==> src/hw/gevb_pkg.sv <==
// Shared constants and carrier types for the general event block
package gevb_pkg;
  localparam int GEVB_MAX_INPUTS = 255;
  localparam int GEVB_FIRST_LEN = 8;
  localparam int GEVB_SECOND_LEN = 8;
  localparam logic [7:0] GEVB_SECOND_BASE = 8'h10;
  localparam int GEVB_EC_INDEX = 0;
  localparam int GEVB_CASCADE_INDEX = 1;
  localparam int GEVB_CASCADE_WIDTH = 4;
  localparam logic GEVB_STATUS_RESET = 1'h0;
  localparam logic GEVB_ENABLE_RESET = 1'h0;
  localparam int GEVB_TOTAL = GEVB_FIRST_LEN + GEVB_SECOND_LEN;

  typedef struct packed {
    logic wr;
    logic [7:0] index;
    logic set_enable;
    logic clear_status;
  } gevb_cmd_type;

  typedef enum logic [1:0] {
    GEVB_WORKING = 2'h0,
    GEVB_SLEEPING = 2'h1,
    GEVB_WAKING = 2'h2
  } gevb_power_type;
endpackage

==> src/hw/gevb_cascade.sv <==
// Second-level status and enable bits that fan into one shared event input
`timescale 1ns/100ps
`default_nettype none
module gevb_cascade #(
  parameter int WIDTH = 4
) (
  input wire logic mclk,
  input wire logic rstn,
  input wire logic [WIDTH-1:0] src,
  input wire logic [WIDTH-1:0] en_wr,
  input wire logic [WIDTH-1:0] en_data,
  input wire logic [WIDTH-1:0] sts_clr,
  output logic [WIDTH-1:0] sts_r,
  output logic [WIDTH-1:0] en_r,
  output logic any_r
);
  import gevb_pkg::*;

  logic [WIDTH-1:0] sts_nxt;

  always_comb begin
    sts_nxt = (sts_r & ~sts_clr) | src;
  end

  always_ff @(posedge mclk) begin
    if (!rstn) begin
      sts_r <= '0;
      en_r <= '0;
      any_r <= 1'b0;
    end else begin
      sts_r <= sts_nxt;
      en_r <= (en_r & ~en_wr) | (en_data & en_wr);
      any_r <= |(sts_r & en_r);
    end
  end
endmodule
`default_nettype wire

==> src/hw/gevb_top.sv <==
// General event block: latching status, enables, interrupt and wake request
`timescale 1ns/100ps
`default_nettype none
module gevb_top
  import gevb_pkg::*;
#(
  parameter int FIRST_LEN = gevb_pkg::GEVB_FIRST_LEN,
  parameter int SECOND_LEN = gevb_pkg::GEVB_SECOND_LEN,
  parameter logic [7:0] SECOND_BASE = gevb_pkg::GEVB_SECOND_BASE,
  parameter logic [gevb_pkg::GEVB_TOTAL-1:0] EDGE_TYPE = '0,
  parameter int CASCADE_WIDTH = gevb_pkg::GEVB_CASCADE_WIDTH
) (
  input wire logic mclk,
  input wire logic rstn,
  input wire logic [gevb_pkg::GEVB_TOTAL-1:0] event_in,
  input wire logic ec_iface_irq,
  input wire logic ec_service_req,
  input wire logic [CASCADE_WIDTH-1:0] cascade_src,
  input wire logic [CASCADE_WIDTH-1:0] cascade_en_wr,
  input wire logic [CASCADE_WIDTH-1:0] cascade_en_data,
  input wire logic [CASCADE_WIDTH-1:0] cascade_sts_clr,
  input wire gevb_pkg::gevb_cmd_type cmd,
  input wire logic system_sleeping,
  output logic [gevb_pkg::GEVB_TOTAL-1:0] general_event_status_bit,
  output logic [gevb_pkg::GEVB_TOTAL-1:0] general_event_enable_bit,
  output logic [CASCADE_WIDTH-1:0] cascade_status,
  output logic [CASCADE_WIDTH-1:0] cascade_enable,
  output logic system_control_interrupt,
  output logic wake_request
);
  import gevb_pkg::*;

  localparam int TOTAL = GEVB_TOTAL;

  // True when an index falls inside the first block
  function automatic logic in_first(input logic [7:0] idx);
    return int'(idx) < FIRST_LEN;
  endfunction

  // True when an index falls inside the second block
  function automatic logic in_second(input logic [7:0] idx);
    return idx >= SECOND_BASE && int'(idx) < int'(SECOND_BASE) + SECOND_LEN;
  endfunction

  // Maps an event index to a bit position; returns TOTAL for no match
  function automatic int index_to_bit(input logic [7:0] idx);
    int pos;
    pos = TOTAL;
    if (in_first(idx)) begin
      pos = int'(idx);
    end
    if (in_second(idx)) begin
      pos = FIRST_LEN + int'(idx) - int'(SECOND_BASE);
    end
    return pos;
  endfunction

  // Pending test shared by the interrupt and the wake tracker
  function automatic logic any_enabled(input logic [TOTAL-1:0] s, input logic [TOTAL-1:0] e);
    return |(s & e);
  endfunction

  logic [TOTAL-1:0] in_s1_r;
  logic [TOTAL-1:0] in_s2_r;
  logic [TOTAL-1:0] in_prev_r;
  logic ec_s1_r;
  logic ec_s2_r;
  logic svc_s1_r;
  logic svc_s2_r;
  logic [CASCADE_WIDTH-1:0] csrc_s1_r;
  logic [CASCADE_WIDTH-1:0] csrc_s2_r;
  logic sleep_s1_r;
  logic sleep_s2_r;
  logic cascade_any;
  logic [TOTAL-1:0] raw;
  logic [TOTAL-1:0] hit;
  logic [TOTAL-1:0] clr;
  logic [TOTAL-1:0] en_wr;
  logic [TOTAL-1:0] sts_nxt;
  logic [TOTAL-1:0] en_nxt;
  int cmd_bit;
  logic cmd_mapped;
  logic pend_nxt;
  gevb_power_type pwr_r;
  gevb_power_type pwr_nxt;

  // Event, controller, cascade source and sleep pins cross in through two flops before use
  always_ff @(posedge mclk) begin
    if (!rstn) begin
      in_s1_r <= '0;
      in_s2_r <= '0;
    end else begin
      in_s1_r <= event_in;
      in_s2_r <= in_s1_r;
    end
  end

  always_ff @(posedge mclk) begin
    if (!rstn) begin
      ec_s1_r <= 1'b0;
      ec_s2_r <= 1'b0;
    end else begin
      ec_s1_r <= ec_iface_irq;
      ec_s2_r <= ec_s1_r;
    end
  end

  always_ff @(posedge mclk) begin
    if (!rstn) begin
      svc_s1_r <= 1'b0;
      svc_s2_r <= 1'b0;
    end else begin
      svc_s1_r <= ec_service_req;
      svc_s2_r <= svc_s1_r;
    end
  end

  always_ff @(posedge mclk) begin
    if (!rstn) begin
      csrc_s1_r <= '0;
      csrc_s2_r <= '0;
    end else begin
      csrc_s1_r <= cascade_src;
      csrc_s2_r <= csrc_s1_r;
    end
  end

  always_ff @(posedge mclk) begin
    if (!rstn) begin
      sleep_s1_r <= 1'b0;
      sleep_s2_r <= 1'b0;
    end else begin
      sleep_s1_r <= system_sleeping;
      sleep_s2_r <= sleep_s1_r;
    end
  end

  always_ff @(posedge mclk) begin
    if (!rstn) begin
      in_prev_r <= '0;
    end else begin
      in_prev_r <= raw;
    end
  end

  gevb_cascade #(
    .WIDTH(CASCADE_WIDTH)
  ) u_cascade (
    .mclk(mclk),
    .rstn(rstn),
    .src(csrc_s2_r),
    .en_wr(cascade_en_wr),
    .en_data(cascade_en_data),
    .sts_clr(cascade_sts_clr),
    .sts_r(cascade_status),
    .en_r(cascade_enable),
    .any_r(cascade_any)
  );

  // Source levels per input; controller and cascade own their inputs alone
  always_comb begin
    raw = in_s2_r;
    raw[GEVB_EC_INDEX] = ec_s2_r | svc_s2_r;
    raw[GEVB_CASCADE_INDEX] = cascade_any;
  end

  genvar g;
  generate
    for (g = 0; g < TOTAL; g++) begin : g_hit
      if (EDGE_TYPE[g]) begin : g_edge
        assign hit[g] = raw[g] & ~in_prev_r[g];
      end else begin : g_level
        assign hit[g] = raw[g];
      end
    end
  endgenerate

  // Command decode to one-hot bit masks
  always_comb begin
    clr = '0;
    en_wr = '0;
    cmd_bit = index_to_bit(cmd.index);
    // Unmapped indices are ignored silently, as software expects
    cmd_mapped = in_first(cmd.index) || in_second(cmd.index);
    if (cmd.wr && cmd_mapped) begin
      clr[cmd_bit] = cmd.clear_status;
      en_wr[cmd_bit] = 1'b1;
    end
  end

  // event hits set status
  // Set wins over a clear in the same cycle so no event is lost
  always_comb begin
    sts_nxt = (general_event_status_bit & ~clr) | hit;
  end

  always_comb begin
    en_nxt = (general_event_enable_bit & ~en_wr) | ({TOTAL{cmd.set_enable}} & en_wr);
  end

  always_comb begin
    pend_nxt = any_enabled(sts_nxt, en_nxt);
  end

  always_ff @(posedge mclk) begin
    if (!rstn) begin
      general_event_status_bit <= {TOTAL{GEVB_STATUS_RESET}};
    end else begin
      general_event_status_bit <= sts_nxt;
    end
  end

  always_ff @(posedge mclk) begin
    if (!rstn) begin
      general_event_enable_bit <= {TOTAL{GEVB_ENABLE_RESET}};
    end else begin
      general_event_enable_bit <= en_nxt;
    end
  end

  always_ff @(posedge mclk) begin
    if (!rstn) begin
      system_control_interrupt <= 1'b0;
    end else begin
      system_control_interrupt <= pend_nxt;
    end
  end

  // sleep and wake tracker
  // Only the platform ends sleep; this block merely asks for it
  always_comb begin
    pwr_nxt = pwr_r;
    case (pwr_r)
      GEVB_WORKING: begin
        if (sleep_s2_r && pend_nxt) begin
          pwr_nxt = GEVB_WAKING;
        end else if (sleep_s2_r) begin
          pwr_nxt = GEVB_SLEEPING;
        end
      end
      GEVB_SLEEPING: begin
        if (!sleep_s2_r) begin
          pwr_nxt = GEVB_WORKING;
        end else if (pend_nxt) begin
          pwr_nxt = GEVB_WAKING;
        end
      end
      GEVB_WAKING: begin
        if (!sleep_s2_r) begin
          pwr_nxt = GEVB_WORKING;
        end else if (!pend_nxt) begin
          pwr_nxt = GEVB_SLEEPING;
        end
      end
      default: begin
        pwr_nxt = GEVB_WORKING;
      end
    endcase
  end

  always_ff @(posedge mclk) begin
    if (!rstn) begin
      pwr_r <= GEVB_WORKING;
    end else begin
      pwr_r <= pwr_nxt;
    end
  end

  // wake request level
  // Dropped as soon as nothing enabled is pending or sleep ends
  always_ff @(posedge mclk) begin
    if (!rstn) begin
      wake_request <= 1'b0;
    end else begin
      wake_request <= (pwr_nxt == GEVB_WAKING);
    end
  end
endmodule
`default_nettype wire

==> config.mk <==
export PLATFORM = sky130hd
export DESIGN_NAME = gevb_top
export DESIGN_NICKNAME = d
export VERILOG_FILES = /design/src/hw/gevb_pkg.sv /design/src/hw/gevb_cascade.sv /design/src/hw/gevb_top.sv
export SDC_FILE = /design/constraint.sdc
export NUM_CORES = 1
export LEC_CHECK = 0
export BUFFER_PORTS_ARGS = -buffer_cell sky130_fd_sc_hd__buf_4
export CAP_MARGIN = 20
export CORE_MARGIN = 1
export CORE_UTILIZATION = 25
export DETAILED_ROUTE_END_ITERATION = 10
export PLACE_DENSITY_LB_ADDON = 0.05
export SKIP_LAST_GASP = 1
export SLEW_MARGIN = 20
export SYNTH_ARGS = -nofsm -noshare
export SYNTH_HDL_FRONTEND = slang
export SYNTH_SLANG_ARGS = --single-unit
==> constraint.sdc <==
create_clock -name mclk -period 3.81 [get_ports mclk]
set_input_delay 0.5715 -clock mclk [delete_from_list [all_inputs] [get_ports mclk]]
set_output_delay 0.5715 -clock mclk [all_outputs]
set_load 0.01 [all_outputs]
* Yosys cells after proc, flatten, opt, wreduce, memory -nomap -nowiden
Cells that the tools add are included.
** Word-level totals
- Memories :: 0
- Bits in writable memories :: 0
- Memory bits (read-only) :: 0
- Bits of input ports :: 48
- Bits in registers :: 91
- Word-level logic and storage cells :: 67
- Latch bits :: 0
- Output and inout port bits :: 42
** Operators by class
- Multipliers :: 0
- Bitwise gates (word level) :: 18
- Reductions and logical operators :: 8
- $lt $le $gt $ge :: 5
- Div/mod/pow operators :: 0
- Eq/ne operators :: 3
- Add/subtract/negate cells :: 2
- Multiplexer cells :: 13
- Shifts and indexed selects :: 0
** Operators by type and width (count)
- 16-bit bitwise AND :: 5
- 32-bit by 1-bit greater-or-equal comparator with 1-bit output (second input constant) :: 1
- 32-bit by 6-bit < comparator with 1-bit output (second input constant) :: 1
- 16-bit 2-to-1 mux :: 2
- 32-bit 2-to-1 mux :: 1
- 16-bit inverter :: 2
- 16-bit OR :: 2
- 4-bit bitwise AND :: 4
- 16-bit OR reduction :: 1
- 2-bit 2-to-1 mux :: 6
- 9-bit by 5-bit subtractor with 10-bit output (second input constant) :: 1
- 4-bit by 8-bit adder with 9-bit output (first input constant) :: 1
- 8-bit by 5-bit greater-or-equal comparator with 1-bit output (second input constant) :: 1
- 8-bit by 4-bit < comparator with 1-bit output (second input constant) :: 1
- 8-bit by 5-bit < comparator with 1-bit output (second input constant) :: 1
- 8-bit 2-to-1 mux :: 1
- 4-bit inverter :: 2
- 4-bit OR :: 2
- 2-bit case mux with 3 select lines :: 1
- 1-bit demux with 4-bit select :: 1
- 2-bit equality test (second input constant) :: 2
- 1-bit logical AND :: 4
- 4-bit OR reduction :: 1
- 2-bit by 1-bit equality test with 1-bit output (second input constant) :: 1
- other kinds (4) :: 4

* Longest topological paths before layout
- Depth in word-level cells :: 18
- Depth in mapped cells :: 12
- Gate-level depth less buffers :: 10

* Modules after synthesis
A second synthesis with hierarchy kept.
** Second synthesis, totals
- Cell total of the unflattened synthesis :: 327
- Area total of the unflattened synthesis :: 3276.9 µm²
** By module, submodules not included
- gevb_top :: instances 1, cells each 299, area an instance 2954.1 µm²
- gevb_cascade :: instances 1, cells each 28, area an instance 322.8 µm²

* Worst setup path after synthesis
OpenSTA, ideal clock, no wires.
- Path kind :: input to register
- From :: in cmd[9] (netlist name)
- To :: reg pwr_r[0]
- Path slack :: 1.045 ns
- Required time :: 3.749 ns
- Stages on the path :: 9
- Data arrival time :: 2.704 ns
- Buffers on the path :: 2
- Path through :: or4_1 > buf_2 > or2_0 > buf_2 > nor3_1 > mux2_2 > a211oi_1 > o2111a_2 > and4_1
** On the way
- Cells in the longest elaborated chain, start to end :: 17
- Elaborated cells between the ends (all ways) :: 34
- Those cells by class :: 2 x add/sub; 5 x order compare; 12 x mux; 9 x bitwise; 6 x reduce/logical
** Ends and longest elaborated chain
- start, declared :: RTL line gevb_top.sv:22 : input wire gevb_pkg::gevb_cmd_type cmd,
- 4-bit by 8-bit adder with 9-bit output, or another cell as far along :: RTL line gevb_top.sv:53 : pos = FIRST_LEN + int'(idx) - int'(SECOND_BASE);
- 9-bit by 5-bit subtractor with 10-bit output, or another cell as far along :: RTL line gevb_top.sv:53
- 32-bit 2-to-1 mux :: RTL line gevb_top.sv:52 : if (in_second(idx)) begin
- 32-bit by 1-bit greater-or-equal comparator with 1-bit output (not written as such) / 32-bit by 6-bit < comparator with 1-bit output (equally long branches) :: RTL line gevb_top.sv:186, gevb_top.sv:187
- 1-bit logical AND (not written as such) :: RTL line gevb_top.sv:186, gevb_top.sv:187
- 1-bit 2-to-1 mux (not written as such) :: RTL line gevb_top.sv:186, gevb_top.sv:187
- 1-bit demux with 4-bit select :: RTL line gevb_top.sv:186, gevb_top.sv:187
- 16-bit bitwise AND (no line)
- 16-bit 2-to-1 mux :: RTL line gevb_top.sv:185 : if (cmd.wr && cmd_mapped) begin
- 16-bit inverter :: RTL line gevb_top.sv:194 : sts_nxt = (general_event_status_bit & ~clr) | hit;
- 16-bit bitwise AND :: RTL line gevb_top.sv:194
- 16-bit OR :: RTL line gevb_top.sv:194
- 16-bit bitwise AND * :: RTL line gevb_top.sv:60 : return |(s & e);
- 16-bit OR reduction * :: RTL line gevb_top.sv:60
- 2-bit 2-to-1 mux, or another cell as far along :: RTL line gevb_top.sv:251 : end else if (!pend_nxt) begin
- 2-bit 2-to-1 mux (on tied branches) :: RTL line gevb_top.sv:249, gevb_top.sv:235, gevb_top.sv:242
- 2-bit case mux with 3 select lines * :: RTL line gevb_top.sv:233 : case (pwr_r)
- end signal, assigned :: RTL line gevb_top.sv:265 : pwr_r <= pwr_nxt;
- end, declared :: RTL line gevb_top.sv:84 : gevb_power_type pwr_r;
Mark *: on every way between the ends. The rest lies on a longest branch, timed or not.
A chain may end at the register's enable or synchronous reset.

* Worst setup path in the final report
Same ends and word-level chain as after synthesis.

==> out/metrics.yaml <==
global_route:
  antenna_found_initial: 0
  grt_pass1_vias: 2540
  grt_pass1_wl_mm: 13.2
  grt_max_degree: 51
  grt.total_usage_pct: 13.2
  grt_overflow: 0
synthesis:
  syn_area_per_cell_um2: 9.56
  syn_nets: 395
  yosysWarnings: 0
  ys.flop_type: "dfxtp_1"
  netlist_area_um2: 3300
  synth.ff_latch_count: 87
  synthArstFlopShare_pct: 0
  syn_inst: 345
  yosysSeqAreaShare_pct: 52.8
  synth_edf_count: 0
  synth_largest_area_cell: "dfxtp_1"
  synth_top_area_share_pct: 52.8
  synth.distinct_cells: 54
  synth_area_leaders: "dfxtp_1, and2_1, nor2_1"
clock_network:
  cts.path.max_buffers: 2
  ctsResizeCount: 0
  cts_tree: "done"
  clkSinkCount: 87
  clock_latency_ns: 0.34
  path_clk_slew_ns: 0.06
  cts_made_buffers: 9
  h-tree-depth: 3
  ctsHoldBuffers: 0
  cts_setup_buffers: 0
  cts_root_buf: "clkbuf_16"
min_path:
  hold_depth: 1
  hold_path.class: "reg -> reg"
  min-delay-start: "csrc_s1_r[1]"
  holdPathEnd: "csrc_s2_r[1]"
routing:
  wl_mm: 8.61
  drtPass1Iterations: 4
  drtIter0Drc: 87
  ant_nets: 0
  vias: 2651
  drcViolationCount: 0
  vias_per_cell: 4.35
  detail_route.wl_per_cell_um: 14.1
sta:
  worst_pin_slew_ns: 0.561
  fmax_mhz: 342
  slew_headroom_pct: 62.6
  report.final.slew_viol_count: 0
  finalWorstSetupSlack_ns: 0.887
  skew_ns: 0.00436
  final.period_utilization_pct: 76.7
  setup_viol: 0
  hold_viol: 0
  rsz0062_at_grt: "false"
  tns_ns: 0
  period_needed_ns: 2.92
worst_setup_path:
  r2r_slack_ns: 2.24
  r2r-start: "general_event_enable_bit[12]"
  critPathMaxFanout: 9
  r2r_cells: 5
  r2r_end: "pwr_r[0]"
  path_class: "in -> reg"
  cp_data_arrival_time_ns: 3.20
  cp-end-kind: "flop"
  crit_path_start_kind: "input pin"
  critPathRequiredTime_ns: 4.09
place:
  place.gp.congestion: 0.804
  pre_cts_ws_ns: 0.497
  port_buffers: 87
  place_hpwl_mm: 6.43
floorplan:
  fp-row-count: 41
  fp.dieW_um: 117
  core_area_um2: 12700
  ios: 90
  start_util_pct: 25.9
  chipHeight_um: 117
  dieArea_um2: 13700
pwr:
  share_seq_of_total_power_pct: 47.8
  leakagePower_uw: 0.00188
  clock_power_share_pct: 44.0
  power_frac_comb_pct: 8.2
  switching_share_pct: 22.6
  powerDensity_nw_per_um2: 451
  power_switching_uw: 453
  p_int_uw: 1550
  vdd_ir_drop_max_mv: 0.180
final_layout:
  diodes: 0
  synthToLayoutAreaGrowth_pct: 34.8
  multi_input_area_um2: 1440
  final_util_pct: 34.9
  n_fill_cell: 1371
  nets: 483
  drive_above_1_share_pct: 26.5
  regArea_um2: 1740
outcome:
  status: "finished, final reports clean"
job:
  maxCapViolations: 0
==> worst max-delay path: stages <==
cell	delay, ns
buf_4	0.13
or4_1	0.70
or2_0	0.44
nor3_1	0.24
mux2_2	0.36
a211oi_1	0.27
o2111a_2	0.30
and4_1	0.18
==> how the worst max path moves through the flow <==
stage / from / to / cells past startpoint
5_1_grt: cmd[9] / pwr_r[0] / 8
3_5_place_dp: cmd[9] / pwr_r[0] / 8
6_report: cmd[9] / pwr_r[0] / 8
4_1_cts: cmd[9] / pwr_r[0] / 8
2_1_floorplan: cmd[9] / pwr_r[0] / 9
3_3_place_gp: cmd[9] / pwr_r[0] / 8
==> cell usage after synthesis, types with 2 or more instances <==
cell,n
o31ai_1,3
nor3b_1,2
a211oi_1,2
clkbuf_1,11
nand2_1,12
inv_1,12
xnor2_1,2
o211ai_1,7
ha_1,2
o31a_1,2
nor4_1,3
nor2_1,44
and2_1,48
o21a_1,2
and4_1,3
a22oi_1,4
and3_1,2
nand4_1,4
nor3_1,7
mux2i_1,15
o22ai_1,4
mux2_2,2
a21oi_1,26
or3_1,3
buf_2,5
dfxtp_1,87
nand3_1,4
==> layout make-up <==
cell class	instances	share of cell area, %
clock buffers	12	5.54
clock inverters	4	1.24
inverters	13	1.10
multi-input cells	229	32.4
flip-flops and latches	87	39.2
well taps	172	4.84
repair buffers	93	15.7
==> cells in the final DEF, fill, tap and decap left out, types with 2 or more instances in the layout <==
cell	count
nand4_1	4
and3_1	2
nor3b_1	2
nor2_1	44
nor3_1	7
o211ai_1	7
xnor2_1	2
o31a_1	2
mux2i_1	15
nand3_1	4
a211oi_1	2
and4_1	3
clkinv_4	2
ha_1	2
o21a_1	2
a22oi_1	4
or3_1	3
dfxtp_1	87
clkbuf_1	2
nor4_1	3
a21oi_1	26
o31ai_1	3
inv_1	12
nand2_1	12
o22ai_1	4
and2_1	48
buf_4	93
clkbuf_16	9
mux2_2	2
==> state kept, by name (all words and copies together) (netlist names), 2 cells and up, named ones only <==
signal / cells
csrc_s1_r: 4
csrc_s2_r: 4
general_event_enable_bit: 16
general_event_status_bit: 16
in_s1_r: 14
in_s2_r: 14
pwr_r: 2
u_cascade.sts_r: 4
==> metal layers <==
metal	GRT usage, %	part of all wire [%]	vias to the layer above
li1	-	-	1368
met1	18.1	50	1207
met2	20.0	44	66
met3	2.52	4.5	10
met4	6.33	1.6	0
met5	0	0	-
==> power by group through the flow <==
| stage | clock network, uW | registers, uW | logic (uW) |
|---|---|---|---|
| after floorplan | 0 | 981 | 75.2 |
| after global placement | 0 | 979 | 165 |
| after detailed placement | 0 | 979 | 166 |
| after CTS | 914 | 958 | 167 |
| after global routing | 955 | 961 | 182 |
| final | 883 | 958 | 164 |
==> cells by family (layout without fill, tap and decap cells) <==
| family | Yosys count | in the layout | share of synthesized area, % |
|---|---|---|---|
| xor+xnor | 2 | 2 | 0.531 |
| simple gates | 144 | 144 | 24.0 |
| buf+inv | 29 | 122 | 3.49 |
| mux | 17 | 17 | 5.24 |
| fa+ha+maj | 2 | 2 | 0.759 |
| flops | 87 | 87 | 52.8 |
| compound gates | 64 | 64 | 13.2 |
==> metrics by stage <==
step | total power, uW | cells | instance area (um2) | hold WS [ns]
CTS | 2040 | 610 | 4450 | 0.422
detailed placement | 1150 | 594 | 4140 | 0.418
floorplan | 1060 | 345 | 3300 | 0.412
finish | 2010 | 610 | 4450 | 0.431
global route | 2100 | 610 | 4450 | 0.427
global placement | 1140 | 594 | 4140 | 0.414
(Power assumes the default switching activity.)
